$ cat config.mk
export PLATFORM = sky130hd
export DESIGN_NAME = remap_event_and_table_regs
export DESIGN_NICKNAME = d
export VERILOG_FILES = /design/src/verilog/write_buffer_flush.v /design/src/verilog/dest_id_mask.v /design/src/verilog/remap_event_and_table_regs.v
export VERILOG_INCLUDE_DIRS = /design/src /design/src/common
export SDC_FILE = /design/constraint.sdc
export NUM_CORES = 1
export LEC_CHECK = 0
export BUFFER_PORTS_ARGS = -buffer_cell sky130_fd_sc_hd__buf_2
export CELL_PAD_IN_SITES_DETAIL_PLACEMENT = 0
export CELL_PAD_IN_SITES_GLOBAL_PLACEMENT = 1
export CORE_MARGIN = 2
export CORE_UTILIZATION = 38
export DETAILED_ROUTE_END_ITERATION = 7
export HOLD_SLACK_MARGIN = 0.15
export PLACE_DENSITY_LB_ADDON = 0.1
export SYNTH_ARGS = -nofsm -noshare
export SYNTH_HDL_FRONTEND = slang
export SYNTH_SLANG_ARGS = --single-unit
$ cat constraint.sdc
create_clock -name sys_clk -period 2.58 [get_ports sys_clk]
set_input_delay 0.645 -clock sys_clk [delete_from_list [all_inputs] [get_ports sys_clk]]
set_output_delay 0.645 -clock sys_clk [all_outputs]
set_load 0.1 [all_outputs]
$ cat src/common/remap_event_regs.vh
// Register offsets, field positions and reset values of the remap register slice.
`ifndef REMAP_EVENT_REGS_VH
`define REMAP_EVENT_REGS_VH

`define OFS_EVT_DATA 8'hA4
`define OFS_ADDR_LOW 8'hA8
`define OFS_ADDR_HIGH 8'hAC
`define OFS_TBL_LO 8'hB8
`define OFS_TBL_HI 8'hBC
`define OFS_EVT_CTRL 8'hA0
`define OFS_CACHE_CMD 8'hC0
`define OFS_CACHE_STAT 8'hC4

`define LOW_ADDR_LSB 2
`define DWM_BIT 11
`define TSIZE_MSB 3
`define TBASE_LSB 12
`define DATA_MSB 15
`define MASK_BIT 31
`define PEND_BIT 30
`define RESET_MASK 1'b1
`define ZERO32 32'h00000000
`define CMD_CTX 0
`define CMD_TRANS 1
`define CMD_IEC 2
`define CMD_WBF 3
`define FLUSH_CYCLES 4'h4

`endif

$ cat src/verilog/write_buffer_flush.v
// Write-buffer flush sequencer run ahead of every cache invalidation.
`timescale 1ns/1ps
module write_buffer_flush #(
	parameter CYCLES = 4
) (
	// Clock and reset.
	input wire sys_clk,
	input wire sys_rst,
	// Request and completion.
	input wire start,
	input wire required,
	output reg done
);
	reg [7:0] countReg;
	reg busyReg;

	always @(posedge sys_clk) begin
		if (sys_rst) begin
			countReg <= 8'h00;
			busyReg <= 1'b0;
			done <= 1'b0;
		end else begin
			done <= 1'b0;
			if (start && !busyReg) begin
				if (required) begin
					busyReg <= 1'b1;
					countReg <= CYCLES[7:0];
				end else begin
					done <= 1'b1;
				end
			end else if (busyReg) begin
				if (countReg == 8'h01) begin
					busyReg <= 1'b0;
					done <= 1'b1;
				end
				countReg <= countReg - 8'h01;
			end
		end
	end
endmodule

$ cat src/verilog/dest_id_mask.v
// Destination identifier width selection for table entries.
`timescale 1ns/1ps
module dest_id_mask (
	// Mode and raw identifier.
	input wire wideMode,
	input wire [31:0] rawDest,
	// Interpreted identifier.
	output wire [31:0] effDest
);
	assign effDest = wideMode ? rawDest : {24'h000000, rawDest[7:0]};
endmodule

$ cat src/verilog/remap_event_and_table_regs.v
// APB register slice for invalidation event address and remap table base.
//
// The APB slave port was decided locally.
`timescale 1ns/1ps
`include "remap_event_regs.vh"
module remap_event_and_table_regs #(
	parameter HOST_ADDR_WIDTH = 39,
	parameter FLUSH_CYCLES = 4
) (
	// Clock and reset.
	input wire sys_clk,
	input wire sys_rst,
	// APB slave.
	input wire psel,
	input wire penable,
	input wire pwrite,
	input wire [7:0] paddr,
	input wire [31:0] pwdata,
	output reg [31:0] prdata,
	output reg pready,
	output reg pslverr,
	// Capabilities.
	input wire queued_invalidation_capability,
	input wire extended_destination_capability,
	input wire interrupt_remap_capability,
	input wire write_buffer_flush_required,
	// Invalidation event source.
	input wire invalDone,
	// Entry destination lookup.
	input wire [31:0] entryDest,
	output reg [31:0] destOut,
	// Event interrupt write.
	output reg msgValid,
	output reg [63:0] msgAddr,
	output reg [31:0] msgData,
	input wire msgAccept,
	// Cache invalidation requests.
	output reg [3:0] invalReq,
	// Table configuration to remap logic.
	output reg [63:0] tableBase,
	output reg [16:0] tableEntries
);
	// ----------------------------------------------------------------
	// Capability and invalidation event synchronisers.
	// ----------------------------------------------------------------
	reg [3:0] capMeta;
	reg [3:0] capSync;
	reg invMeta;
	reg invSync;
	reg invSyncD;
	wire queCap = capSync[0];
	wire extCap = capSync[1];
	wire remapCap = capSync[2];
	wire wbfReq = capSync[3];

	always @(posedge sys_clk) begin
		if (sys_rst) begin
			capMeta <= 4'h0;
			capSync <= 4'h0;
			invMeta <= 1'b0;
			invSync <= 1'b0;
			invSyncD <= 1'b0;
		end else begin
			capMeta <= {write_buffer_flush_required,
				interrupt_remap_capability,
				extended_destination_capability,
				queued_invalidation_capability};
			capSync <= capMeta;
			invMeta <= invalDone;
			invSync <= invMeta;
			invSyncD <= invSync;
		end
	end

	// ----------------------------------------------------------------
	// Register storage.
	// ----------------------------------------------------------------
	reg [29:0] lowAddrReg;
	reg [31:0] highAddrReg;
	reg [15:0] dataReg;
	reg maskReg;
	reg pendReg;
	reg [51:0] baseReg;
	reg dwmReg;
	reg [3:0] sizeReg;
	reg [3:0] cmdReg;
	reg flushBusyReg;
	reg flushStart;
	wire flushDone;

	wire access = psel && penable;
	wire wr = access && pwrite;
	wire evtSet = invSync && !invSyncD;
	wire msgFire = msgValid && msgAccept;

	function [63:0] baseMask;
		input integer host_address_width;
		integer i;
		begin
			baseMask = 64'h0000000000000000;
			for (i = 0; i < 64; i = i + 1) begin
				if (i < host_address_width)
					baseMask[i] = 1'b1;
			end
		end
	endfunction
	localparam [63:0] ADDR_MASK = baseMask(HOST_ADDR_WIDTH);

	function mapped;
		input [7:0] a;
		begin
			mapped = (a == `OFS_EVT_DATA) || (a == `OFS_ADDR_LOW) ||
				(a == `OFS_ADDR_HIGH) || (a == `OFS_TBL_LO) ||
				(a == `OFS_TBL_HI) || (a == `OFS_EVT_CTRL) ||
				(a == `OFS_CACHE_CMD) || (a == `OFS_CACHE_STAT);
		end
	endfunction

	always @(posedge sys_clk) begin
		if (sys_rst) begin
			lowAddrReg <= 30'h00000000;
			highAddrReg <= `ZERO32;
			dataReg <= 16'h0000;
			maskReg <= `RESET_MASK;
			baseReg <= 52'h0000000000000;
			dwmReg <= 1'b0;
			sizeReg <= 4'h0;
			cmdReg <= 4'h0;
			flushBusyReg <= 1'b0;
			flushStart <= 1'b0;
		end else begin
			flushStart <= 1'b0;
			if (wr && queCap && paddr == `OFS_ADDR_LOW)
				lowAddrReg <= pwdata[31:`LOW_ADDR_LSB];
			if (wr && queCap && extCap && paddr == `OFS_ADDR_HIGH)
				highAddrReg <= pwdata;
			if (wr && queCap && paddr == `OFS_EVT_DATA)
				dataReg <= pwdata[`DATA_MSB:0];
			if (wr && queCap && paddr == `OFS_EVT_CTRL)
				maskReg <= pwdata[`MASK_BIT];
			if (wr && remapCap && paddr == `OFS_TBL_LO) begin
				baseReg[19:0] <= pwdata[31:`TBASE_LSB];
				dwmReg <= pwdata[`DWM_BIT] & extCap;
				sizeReg <= pwdata[`TSIZE_MSB:0];
			end
			if (wr && remapCap && paddr == `OFS_TBL_HI)
				baseReg[51:20] <= pwdata & ADDR_MASK[63:32];
			if (wr && paddr == `OFS_CACHE_CMD && !flushBusyReg &&
				pwdata[3:0] != 4'h0) begin
				cmdReg <= pwdata[3:0];
				flushBusyReg <= 1'b1;
				flushStart <= 1'b1;
			end else if (flushDone) begin
				flushBusyReg <= 1'b0;
			end
		end
	end

	// ----------------------------------------------------------------
	// Flush ahead of invalidation.
	// ----------------------------------------------------------------
	write_buffer_flush #(
		.CYCLES(FLUSH_CYCLES)
	) flushUnit (
		.sys_clk(sys_clk),
		.sys_rst(sys_rst),
		.start(flushStart),
		.required(wbfReq),
		.done(flushDone)
	);

	always @(posedge sys_clk) begin
		if (sys_rst)
			invalReq <= 4'h0;
		else if (flushDone)
			invalReq <= cmdReg;
		else
			invalReq <= 4'h0;
	end

	// ----------------------------------------------------------------
	// Event interrupt message.
	// ----------------------------------------------------------------
	always @(posedge sys_clk) begin
		if (sys_rst) begin
			pendReg <= 1'b0;
			msgValid <= 1'b0;
			msgAddr <= 64'h0000000000000000;
			msgData <= `ZERO32;
		end else begin
			if (evtSet && queCap)
				pendReg <= 1'b1;
			else if (msgFire)
				pendReg <= 1'b0;
			if (msgFire)
				msgValid <= 1'b0;
			else if (pendReg && !maskReg && !msgValid) begin
				msgValid <= 1'b1;
				msgAddr <= {highAddrReg, lowAddrReg, 2'b00};
				msgData <= {16'h0000, dataReg};
			end
		end
	end

	// ----------------------------------------------------------------
	// Table configuration outputs.
	// ----------------------------------------------------------------
	wire [31:0] effDest;
	dest_id_mask destUnit (
		.wideMode(dwmReg),
		.rawDest(entryDest),
		.effDest(effDest)
	);

	always @(posedge sys_clk) begin
		if (sys_rst) begin
			destOut <= `ZERO32;
			tableBase <= 64'h0000000000000000;
			tableEntries <= 17'h00000;
		end else begin
			destOut <= effDest;
			tableBase <= {baseReg, 12'h000};
			tableEntries <= 17'h00002 << sizeReg;
		end
	end

	// ----------------------------------------------------------------
	// APB read and response.
	// ----------------------------------------------------------------
	reg [31:0] rdNext;
	always @* begin
		rdNext = `ZERO32;
		case (paddr)
		`OFS_EVT_DATA: rdNext = queCap ? {16'h0000, dataReg} : `ZERO32;
		`OFS_EVT_CTRL: rdNext = queCap ? {maskReg, pendReg, 30'h0} : `ZERO32;
		`OFS_ADDR_LOW: rdNext = queCap ? {lowAddrReg, 2'b00} : `ZERO32;
		`OFS_ADDR_HIGH: rdNext = highAddrReg;
		`OFS_TBL_LO: rdNext = remapCap ?
			{baseReg[19:0], dwmReg, 7'h00, sizeReg} : `ZERO32;
		`OFS_TBL_HI: rdNext = remapCap ? baseReg[51:20] : `ZERO32;
		`OFS_CACHE_CMD: rdNext = {28'h0000000, cmdReg};
		`OFS_CACHE_STAT: rdNext = {31'h00000000, flushBusyReg};
		default: rdNext = `ZERO32;
		endcase
	end

	always @(posedge sys_clk) begin
		if (sys_rst) begin
			prdata <= `ZERO32;
			pready <= 1'b0;
			pslverr <= 1'b0;
		end else begin
			pready <= psel && !penable;
			pslverr <= psel && !penable && !mapped(paddr);
			if (psel && !penable)
				prdata <= rdNext;
		end
	end
endmodule

# Word level (Yosys, flattened, before mapping)
# Index checks and enable logic that the tools add are counted.
[classes]
addsub = 1
mul = 0
div_mod_pow = 0
magnitude_cmp = 0
eq_ne = 10
shift = 1
n_mux = 22
bitwise_logic = 4
reduce_logical = 45
[op_table]
columns = ["operator", "n"]
rows = [
  ["case mux 32 bit (8 select lines)", 1],
  ["2-to-1 mux 32 bit", 3],
  ["== test 8 bit, second input constant", 8],
  ["2-to-1 mux 8 bit", 3],
  ["logical AND 1 bit", 22],
  ["left shift 2 x 4 -> 17 bit, first input constant", 1],
  ["2-to-1 mux 16 bit", 1],
  ["2-to-1 mux 1 bit", 13],
  ["== test 8 x 1 -> 1 bit, second input constant", 1],
  ["subtractor 8 x 1 -> 8 bit, second input constant", 1],
  ["logical NOT 1 bit", 7],
  ["logical OR 1 bit", 7],
  ["2-to-1 mux 7 bit", 1],
  ["nonzero test 2 bit", 3],
  ["OR reduction 2 bit", 3],
  ["AND reduction 2 bit", 2],
  ["nonzero test 4 bit", 1],
  ["NOT 1 bit", 3],
  ["inequality test 2 bit, second input constant", 1],
  ["AND 1 bit", 1],
]
[totals]
ff_bits = 344
latchBits = 0
mem_bits_rw = 0
romBits = 0
input_bits = 83
out_inout_bits = 248
wordCells = 115
memories = 0

# Longest topological paths before layout
# Gate-level depths: netlist of run 1.
[logic_depth]
ltp_word = 10
depth_mapped = 8
mapped_depth_nobuf = 5

# Modules after synthesis
# From an unflattened synthesis of run 1, not the netlist that was laid out.
[hier_totals]
hier_cells = 1398
area_unflattened_um2 = 12335.6
[modules_own_cells]
columns = ["module", "instances", "cells_each", "area_per_inst_um2", "seq_area_each_um2"]
rows = [
  ["remap_event_and_table_regs", 1, 1314, 11612.4, 6426.2],
  ["write_buffer_flush", 1, 50, 467.9, 200.2],
  ["dest_id_mask", 1, 34, 255.2, 0.0],
]

# Worst setup path after synthesis of run 1
# OpenSTA, ideal clock, no wires.
[synth_path]
path_kind = "register -> register"
from = "register msgValid"
to = "register msgData[0]"
arrival_time_ps = 2079
t_required_ps = 2510
setup_slack_ps = 431
stages_incl_launch_ff = 7
path_buffers = 2
synth_period_minus_slack_ps = 2149
path_cell_list = "dfxtp_1 -> nor2_1 -> nand2_1 -> clkbuf_1 -> clkbuf_1 -> nand2_1 -> a21oi_1"
[synth_via]
elab_chain_len = 3
elab_cells_between_ends = 5
cone_classes = "bitwise (1); reduce/logical (4)"
[synth_rtl]
columns = ["item", "line_no", "source"]
rows = [
  ["start, declared", "remap_event_and_table_regs.v:33", "output reg msgValid,"],
  ["start signal, assigned", "remap_event_and_table_regs.v:187", "msgValid <= 1'b0;"],
  ["start signal, assigned", "remap_event_and_table_regs.v:196", "msgValid <= 1'b0;"],
  ["start signal, assigned", "remap_event_and_table_regs.v:198", "msgValid <= 1'b1;"],
  ["logical NOT 1 bit or logical AND 1 bit (tied branches)", "remap_event_and_table_regs.v:197, remap_event_and_table_regs.v:94", ""],
  ["logical AND 1 bit or NOT 1 bit (tied branches)", "-", ""],
  ["AND reduction 2 bit (no line) (*)", "-", ""],
  ["end signal, assigned", "remap_event_and_table_regs.v:189", "msgData <= `ZERO32;"],
  ["end signal, assigned", "remap_event_and_table_regs.v:200", "msgData <= {16'h0000, dataReg};"],
  ["end, declared", "remap_event_and_table_regs.v:35", "output reg [31:0] msgData,"],
]
# Every way passes the cells marked *; elsewhere a longest branch is shown, timed or not.
# A chain may end at the register's enable or synchronous reset.

# Worst setup path in the final report of run 1
[layout_path]
from = "register msgValid"
to = "output port msgValid"
# No word-level cell between the ends.

==> results summary, run 1 <==
The number of pins exceeding their max-slew limit in the final report came out at 0. The prevailing post-synth register cell is dfxtp_1. Grouping stages by cell kind, the critical path spends the most delay in buffers and inverters. The via count of the first global-routing pass came out at 9,846. The critical path starts at msgValid.

The total area inside the core boundary comes to 0.0315 mm2. By startpoint and endpoint, the worst setup path is classified as reg2out. The power density of the placed cells is 730 mW/mm2.

The number of antenna violations at the first check in global routing came to 1. Setup repair after global routing left no endpoint under its margin. The share of the clock period used by the worst path after layout is 0.795. The worst setup path is captured at an output pin.

The average via count per standard cell came out at 4.93. In this run the most critical hold path is launched from entryDest[23]. The first global-routing pass estimated 57.1 mm of wire.

The path class of the tightest hold or removal check is in2reg. The internal power of the cells totals 8.29 mW. In this run the remaining antenna-violating nets after routing total 0. The transition time at the pin with the least slew margin is 0.970 ns.

After detailed routing, the total wire length is 37.6 mm. The number of setup buffers added after CTS is 0. The number of design rule violations left after detail routing came out at 0. Once the clock tree was built, the resizer swapped 0 gates to a different size. The register bit total from synthesis is 331. The worst ir drop on vdd came out at 0.000384 V.

The TritonCTS clock tree is built. The biggest cell delay along the critical path came out at 0.47 ns. The max-cap check violation count came out at 0. The die is 183 um wide. The sequential share of power came out at 0.469.

The launching point of the worst reg2reg path is capSync[2]. The row count is 65. At the worst endpoint, the arrival time is 1.41 ns. For this run, asynchronously set or reset flops after synthesis account for 0. The number of top-level design ports came out at 331.

For this configuration, the core starts out at a cell density of 0.386. The global router's overall resource usage came out at 0.218. The total negative slack for setup checks came out at 0 ns. The sequential element share of the synthesized area came out at 0.546. Of the total power, the share spent switching nets is 0.243. For the worst setup path, the data required time is 1.93 ns. The cell count after synthesis came out at 1,419.

Yosys mapped a number of flops with a built-in enable equal to 0. The headroom to the max-slew limit is 0.353. The routed design could run at a clock period as short as 2.05 ns.

The detailed router finished its first iteration with 805 violations. The congestion estimate from routability-driven global placement came to 0.811. The area occupied by registers came out at 0.00663 mm2. The achievable clock frequency came out at 488 MHz.

The maximum number of pins on one net before global-route repair came out at 146. The number of nets in the finished design came out at 1,765. The final worst clock skew came out at 0.0119 ns.

The average footprint of a synthesized cell came out at 8.56 um2. The count of input and output buffers is 274. The startpoint class of the critical path is a flop. The total number of yosys warnings is 0.

The detail-routed net length per standard cell came out at 17.9 um. Detailed placement finished with a half-perimeter wire length of 25.5 mm. The vertical extent of the die came out at 183 um. The number of sinks handled by clock tree synthesis came out at 331.

The flow ran to the end, and the final reports show no timing, DRC or antenna violations. The sum of buffers and inverters on the critical path is 1. The area enclosed by the die boundary is 0.0334 mm2. From synthesis to final layout, the design area changed by 23.5%. Leaving out fill and tap cells, the most frequent cells in the layout are nand2_1, dfxtp_1, buf_2, a21oi_1, conb_1. The post-CTS clock slew at the launch and capture registers of the worst setup and hold paths is 0.06 ns. The net switching component of the power is 2.66 mW.

The buffer depth of the longest clock path is 3. The area of the multi-input gates is 0.00490 mm2. The cell sitting at the root of the clock tree is a clkbuf_16. The area after detailed placement came out at 0.0138 mm2. In this run, post-CTS hold repair placed 0 buffers. The peak fanout along the critical path is 4. The most common cell after layout, fill and taps aside is nand2_1.

The H-tree generated during clock tree synthesis spans 2 levels. The post-layout instance area came out at 0.0150 mm2. The slowest stage of the critical path is the buf_2 cell. Summing over every cut layer, the via total after detailed routing is 10,391.

The clock latency of the later-clocked register in the worst-skew pair is 0.52 ns. The proportion of power drawn by combinational gates is 0.064. The mapped netlist covers 0.0121 mm2. Counting the fill cells in the layout gives 3,208. The number of buffers created by CTS is 37. The first-pass detailed-route iteration total came out at 5. The clock network power share came out at 0.467. The final count of hold timing violations was 0. The aggregate global routing overflow is 0. For this design the static power due to leakage is 5.99 nW. Walking the worst path, the cells encountered are buf_2.

The fraction of final layout cells sized beyond drive strength 1 is 0.227. The final setup violation count is 0. The number of distinct standard cells referenced by the synthesized netlist came out at 52.
==> kinds of logic after synthesis <==
family,share of synthesized area
simple gates,0.223
compound gates,0.147
fa+ha+maj,0.00206
other cells,0.000309
flops,0.546
buf+inv,0.0703
xor+xnor,0.000721
mux,0.0109
==> power by group through the flow <==
stage                     Clock [mW]  Combinational (mW)  Sequential (mW)
after floorplan                    0               0.531             5.31
final                           5.11               0.700             5.14
after detailed placement           0               0.700             5.25
after CTS                       5.23               0.700             5.14
after global routing            5.45               0.724             5.14
after global placement             0               0.699             5.25
==> synth_stat cells (all sizes together), types with 3 or more instances <==
library cell | n | share of area
nor3b | 5 | 0.0039
dfxtp | 331 | 0.55
inv | 8 | 0.0025
and2 | 34 | 0.018
buf | 83 | 0.048
or2 | 3 | 0.0015
nand2 | 405 | 0.13
nor2b | 50 | 0.026
a21oi | 193 | 0.080
a22o | 3 | 0.0022
clkbuf | 65 | 0.020
nand3b | 8 | 0.0049
a32o | 4 | 0.0033
nor2 | 45 | 0.014
nor3 | 13 | 0.0084
nand3 | 19 | 0.0078
or3 | 3 | 0.0015
o21ai | 43 | 0.018
a32oi | 5 | 0.0036
nand2b | 7 | 0.0036
a22oi | 51 | 0.032
mux2i | 11 | 0.0091
==> area by class of cell <==
type                       count  share of cell area
sequential                   331               0.442
multi-input combinational    987               0.327
timing repair buffer         315               0.116
clock buffer                  58              0.0772
tap                          402              0.0335
clock inverter                 5             0.00225
inverter                       8             0.00200
antenna                        1            0.000167
==> per-stage QoR <==
step                      std cells  setup WS, ns  utilization  power, mW  hold WS, ns
after floorplan                1474         0.431            -       5.84        0.414
after global placement         2043        0.0487        0.438       5.95        0.425
after detailed placement       2043        0.0624        0.438       5.95        0.424
after CTS                      2106         0.513        0.476       11.1        0.310
after global routing           2106         0.443        0.476       11.3        0.306
final                          2107         0.529        0.476       10.9        0.328
==> registers in the layout (all words and copies together) (netlist names), 27 cells and up <==
| name | cells |
|---|---|
| highAddrReg | 32 |
| destOut | 32 |
| tableBase | 27 |
| prdata | 32 |
| baseReg | 27 |
| lowAddrReg | 30 |
| msgAddr | 62 |
==> worst paths after layout <==
kind	to	slack (ns)	cells past startpoint
worst max-delay path	msgValid	0.53	1
worst max register to register	baseReg[26]	0.79	6
worst min-delay path	destOut[23]	0.33	2
worst min register to register	invSync	0.43	1
==> per-layer routing <==
layer  GRT usage  share of wire  vias up
met5           0        0.00032        -
met4      0.0592          0.021        2
met3      0.0463          0.068       54
met2       0.364           0.46      339
met1       0.288           0.45     4870
li1            -              -     5126
(Power assumes the default switching activity.)
==> inputs of run 2 (changes only) <==
CORE_UTILIZATION = 34   (was 38)
clock period = 1.8 ns   (was 2.58 ns; I/O delays follow)
==> results summary, run 2 (same netlist as run 1, synthesis figures left out) <==
At the worst endpoint, the required time is 1.35 ns. The final core utilization is 0.455. Dividing the detail-routed via count by the number of cells gives 4.68. The biggest cell delay along the critical path is 0.43 ns. The TritonCTS clock tree is built. The analysis attributes to cell leakage a power of 6.47 nW.

The detailed placement HPWL is 27.6 mm. The effective utilization at floorplan came out at 0.343. The congestion estimate from routability-driven global placement came to 0.830. The launching point of the worst reg2reg path is msgValid. In the layout the commonest cells are nand2_1, dfxtp_1, buf_2, a21oi_1, buf_4. In this run the power spent charging and discharging nets is 3.97 mW.

For the pin with the worst max-slew slack, the measured transition is 0.582 ns. The flip-flop count of the largest register, all copies and words added is 62. The peak fanout along the critical path is 2.

Together, buffers and inverters on the worst path number 1. The switching share of power is 0.249. The global router's overall resource usage came out at 0.206. Leaving out filler cells and counting taps, the final layout contains 2,263. The share of the clock period used by the worst path after layout came out at 0.980. The final worst clock skew is 0.0184 ns. The instance count after placement with tap cells included came out at 2,157.

The aggregate global routing overflow came out at 0. The library cell used most frequently in the layout, excluding fill and tap cells, is nand2_1. The kind of path behind the tightest hold check is in2reg.

For the worst flop-to-flop path, the logic depth is 5. On the critical path, the stage with the largest delay is an instance of buf_2. Across all register-to-register paths, the minimum setup slack is 0.16 ns. The worst ir drop on vdd is 0.000642 V. After layout, the design draws a total of 15.9 mW.

Setup repair after global routing left no endpoint under its margin. The path with the worst hold slack has its endpoint at lowAddrReg[28]. The detail-routed net length per standard cell came out at 17.2 um.

Walking the worst path, the cells encountered are buf_2. The worst setup path is captured at an output pin. The maximum number of pins on one net before global-route repair came out at 120.

The tool flagged a number of max-cap violations equal to 0. The internal power contribution is 12.0 mW. By startpoint and endpoint, the worst setup path is classified as reg2out.

The H-tree was split into 2 levels. The vertical extent of the die is 193 um. Setup violations remaining at the end of the flow were counted as 0. The count of input and output buffers came out at 274.

The number of antenna diodes in the final layout is 0. The number of top-level design ports is 331. Measured against its own limit, the worst slew margin works out to 0.612. The worst hold path begins at pwdata[30].

The post-CTS clock slew at the launch and capture registers of the worst setup and hold paths is 0.06 ns. The final count of hold timing violations came to 0. The worst register-to-register path ends at msgAddr[5].

The final routed wirelength across all metal layers came out at 39.0 mm. The number of antenna violations at the first check in global routing is 1. Counting I/O delays and the setup requirement, the final critical path takes 1.76 ns.

The row count came out at 69. The number of nets in the finished design came out at 1,858. The worst path arrival time came out at 1.31 ns.

The area enclosed by the die boundary is 0.0372 mm2. STA classifies the critical path startpoint as a flop. Broken down by cell family, the worst path's largest delay share belongs to buffers and inverters. The number of violations reported at the end of detailed-routing iteration 0 came out at 511.

The number of design rule violations left after detail routing is 0. The first global-routing pass estimated 59.3 mm of wire. The achievable clock frequency came out at 567 MHz.

The clock latency of the later-clocked register in the worst-skew pair came out at 0.53 ns. The number of inserted filler cells in the final layout is 3,599. The overall die width came out at 193 um. Before antenna repair, the detailed router went through 4 iterations. The placeable core region came out at 0.0354 mm2. Relative to the synthesized area, the layout overhead comes to 32.6%. The number of sinks handled by clock tree synthesis is 331. The number of cells traversed by the worst hold path is 3.

The register with the most flip-flops in the final layout is msgAddr. The total via count in the routed design came out at 10,595. The run finished with clean final reports. The proportion of power drawn by combinational gates is 0.070. Of the cells placed in the final design, the portion with a size suffix greater than 1 is 0.246. The buffer depth of the longest clock path is 3.

The number of buffers created by CTS is 38. Clock tree synthesis selected as its root buffer the cell clkbuf_16. The post-route antenna net violation count came out at 0. The sequential share of power came out at 0.462. The clock network power share came out at 0.468.

The number of setup buffers added after CTS is 0. For this design the ratio of total power to cell area is 989 mW/mm2. The via count of the first global-routing pass is 10,142. The number of pins exceeding their max-slew limit in the final report came to 0.
run 2: changes by cell type in the layout (fill, tap and decap cells not counted), moves of 3 or more:
cell / delta
buf_2: -33
dlygate4sd3_1: +37
clkinv_2: +3
clkbuf_1: +4
buf_4: +57
clkbuf_4: +19
buf_12: +12
run 2: worst min-delay path: stages:
cell and delay, ns:
buf_2 0.12, nand2_1 0.05, a21oi_1 0.05
run 2: routing by layer:
| metal | part of all wire | vias up | track usage |
|---|---|---|---|
| li1 | - | 5318 | - |
| met1 | 0.45 | 4928 | 0.275 |
| met2 | 0.47 | 292 | 0.348 |
| met3 | 0.061 | 55 | 0.0353 |
| met4 | 0.018 | 2 | 0.0510 |
| met5 | 0.00028 | - | 0 |
run 2: worst max path at each step:
| stage | start | to | slack [ns] | cells past startpoint |
|---|---|---|---|---|
| 4_1_cts | prdata[7] | prdata[7] | 0.0006 | 1 |
| 3_5_place_dp | paddr[1] | prdata[29] | -0.23 | 10 |
| 6_report | prdata[18] | prdata[18] | 0.04 | 1 |
| 5_1_grt | msgAddr[28] | msgAddr[28] | 0.001 | 1 |
| 2_1_floorplan | paddr[4] | highAddrReg[12] | 0.03 | 8 |
| 3_3_place_gp | paddr[6] | highAddrReg[23] | -0.22 | 9 |
run 2: final cells by class:
class,instances,area (um2),area share
inverter,8,30.0,0.00186
clock inverter,9,67.6,0.00420
timing repair buffer,407,2750,0.171
clock buffer,60,1140,0.0711
multi-input combinational,987,4900,0.304
tap,461,577,0.0358
sequential,331,6630,0.412
run 2: metrics by stage:
step	setup TNS [ns]	worst slack, ns	hold slack [ns]	instance area [um2]
5_1_grt	0	0.00135	0.184	16100
4_1_cts	0	0.000594	0.174	16100
3_3_place_gp	-23.79	-0.223	0.429	14400
3_5_place_dp	-26.37	-0.234	0.424	14400
6_report	0	0.0357	0.183	16100
2_1_floorplan	0	0.0329	0.414	12400
run 2: what timing repair did:
item                                    in CTS  in global routing
hold buffers                                37                  0
endpoints found under the hold margin       37                  0
gates resized for setup                     14                 19
endpoints found under the setup margin      14                 19
run 2: power groups by stage:
stage	registers, mW	logic, mW	clock network (mW)
finish	7.36	1.12	7.45
global route	7.35	1.17	7.96
CTS	7.36	1.12	7.66
detailed placement	7.52	1.06	0
global placement	7.52	1.06	0
floorplan	7.61	0.760	0
==> inputs of run 3 (changes only) <==
REMOVE_ABC_BUFFERS = 1   (was unset)
==> results summary, run 3 (same netlist as run 1, synthesis figures left out) <==
Tracing the worst setup path back leads to its startpoint at tableBase[14]. The row count is 69. The number of antenna violations at the first check in global routing came out at 2. Dividing total power by cell area gives a power density of 999 mW/mm2.

The clock root buffer master is clkbuf_16. The slowest stage of the critical path is the buf_2 cell. The source of the worst hold timing path is entryDest[11]. The internal power contribution is 12.1 mW. TritonCTS built the clock tree.

The via count of the first global-routing pass came to 10,141. The final routed wirelength across all metal layers came out at 39.3 mm. The tool flagged a number of max-cap violations equal to 0. The required time of the critical path came out at 1.35 ns. The effective utilization at floorplan came out at 0.343. The placeable core region is 0.0354 mm2. Of the available clock period, the critical path in the final layout requires 0.984.

STA classifies the critical path startpoint as a flop. The end point of the critical path is tableBase[14]. The area occupied by registers is 0.00663 mm2.

The switching share of power is 0.246. The global router's overall resource usage came out at 0.205. The maximum number of pins on one net before global-route repair came out at 103. The area of the multi-input gates came out at 0.00491 mm2. The most common cell after layout, fill and taps aside is nand2_1. After the first detailed-routing iteration, the DRC count stood at 481.

The sort of element at the end of the critical path is an output pin. The critical path in this run is classified as reg2out. The wire length of the first global-routing pass came out at 58.8 mm. The number of pins exceeding their max-slew limit in the final report came out at 0. Counting the fill cells in the layout gives 3,569.

The transition time at the pin with the least slew margin is 0.548 ns. The repair_antennas step left the layout with diodes totalling 0. The buffer depth of the longest clock path is 3. Of the total power, combinational logic draws 0.069. The top cell types in the final layout, fill and taps aside, are nand2_1, dfxtp_1, buf_2, a21oi_1, buf_4. The area enclosed by the die boundary is 0.0372 mm2. The analysis attributes to net switching a power of 3.94 mW. The worst path in the final design needs a cycle of 1.77 ns, including I/O delays and setup. The first TritonRoute pass finished after 5 iterations. The endpoint identified for the worst register-to-register timing path is highAddrReg[16].

In this run the number of cells on the critical path is 1. The post-CTS clock slew at the launch and capture registers of the worst setup and hold paths is 0.06 ns. The length in cells of the worst reg-to-reg path is 6. The minimum setup slack among reg-to-reg paths is 0.20 ns.

The cell family with the largest share of critical-path delay is buffers and inverters. The number of top-level design ports is 331. The clock latency of the later-clocked register in the worst-skew pair came out at 0.52 ns. Walking the worst path, the cells encountered are buf_2. The detailed placement HPWL came out at 27.0 mm. The worst path arrival time is 1.32 ns. The share of total power dissipated in the clock network is 0.472. Counting flops per register, the top entry is msgAddr. The aggregate global routing overflow came out at 0. After detailed routing, the average wire length per cell comes to 17.5 um. The vertical extent of the die came out at 193 um. The tightest min-delay check is of the in2reg type. The overall die width is 193 um. The post-route antenna net violation count is 0.

The sum of buffers and inverters on the critical path came out at 1. After routing, the total negative slack on setup checks comes to 0 ns. The fraction of final layout cells sized beyond drive strength 1 came out at 0.246. The count of input and output buffers came out at 274. The flip-flop count of the largest register, all copies and words added is 62.

The average via count per standard cell came out at 4.69. The number of design rule violations left after detail routing came out at 0. The biggest cell delay along the critical path is 0.44 ns. The number of buffers created by CTS came out at 39. The final worst clock skew came out at 0.0191 ns. The final hold slack came out at 0.169 ns. The net count of the finished layout is 1,846. The run finished with clean final reports. The peak fanout along the critical path came out at 1.

The launching point of the worst reg2reg path is capSync[0]. The number of sinks handled by clock tree synthesis is 331. Compared with the post-synthesis result, the final layout area differs by 32.3%. In this run the tightest slew margin relative to its limit is 0.635. The sequential share of power is 0.458. The routability-driven placement congestion ratio is 0.815. The final setup violation count is 0.

The worst ir drop on vdd is 0.000606 V. The achievable clock frequency is 565 MHz. The final count of hold timing violations is 0. The overall power of the completed layout is 16.1 mW. Setup repair after global routing left no endpoint under its margin.

The leakage power figure came out at 6.45 nW. The total via count in the routed design came out at 10,544. The total number of H-tree levels came out at 2.
[run 3: cell types whose count changed in the layout (fill, tap and decap cells not counted), moves of 2 or more]
cell	previous run	this run
buf_12	16	23
clkinvlp_4	0	2
dlygate4sd3_1	37	32
buf_2	240	254
clkbuf_4	19	10
buf_4	94	74
clkbuf_1	12	10
[run 3: what timing repair did]
item / in CTS / in global routing
pin swaps: 0 / 0
hold endpoints to repair: 32 / 0
setup buffers: 0 / 0
hold buffers: 32 / 0
resized for setup: 9 / 10
setup endpoints to repair: 9 / 10
[run 3: per-layer routing]
metal,track usage,vias to the layer above,share of wire
met5,0,-,0.00036
met3,0.0424,49,0.066
met1,0.276,4904,0.46
li1,-,5273,-
met4,0.0463,2,0.015
met2,0.339,316,0.46
[run 3: cell type report]
| type | instances | share of cell area |
|---|---|---|
| Tap cell | 461 | 0.0359 |
| Sequential cell | 331 | 0.412 |
| Clock inverter | 9 | 0.00491 |
| Timing Repair Buffer | 394 | 0.168 |
| Inverter | 8 | 0.00187 |
| Multi-Input combinational cell | 987 | 0.305 |
| Clock buffer | 59 | 0.0716 |
[run 3: through the flow]
stage	cell area (um2)	setup WS, ns	cells	utilization
4_1_cts	16000	0.00798	2249	0.453
2_1_floorplan	11500	-0.961	1326	-
3_3_place_gp	14500	-0.323	2149	0.409
3_5_place_dp	14500	-0.312	2149	0.409
5_1_grt	16100	0.000617	2249	0.454
6_report	16100	0.0294	2249	0.454
[run 3: how the worst min path moves through the flow]
stage,to,slack (ns),cells after the start
6_report,destOut[11],0.17,2
5_1_grt,destOut[11],0.17,2
4_1_cts,capMeta[2],0.15,2
3_5_place_dp,capSync[1],0.43,1
3_3_place_gp,capSync[1],0.43,1
2_1_floorplan,capSync[0],0.41,1
[run 3: power by group through the flow]
stage | clock, mW | combinational, mW | sequential [mW]
4_1_cts | 7.78 | 1.12 | 7.36
5_1_grt | 8.09 | 1.16 | 7.36
2_1_floorplan | 0 | 0.568 | 7.61
6_report | 7.58 | 1.12 | 7.36
3_5_place_dp | 0 | 1.06 | 7.52
3_3_place_gp | 0 | 1.06 | 7.52
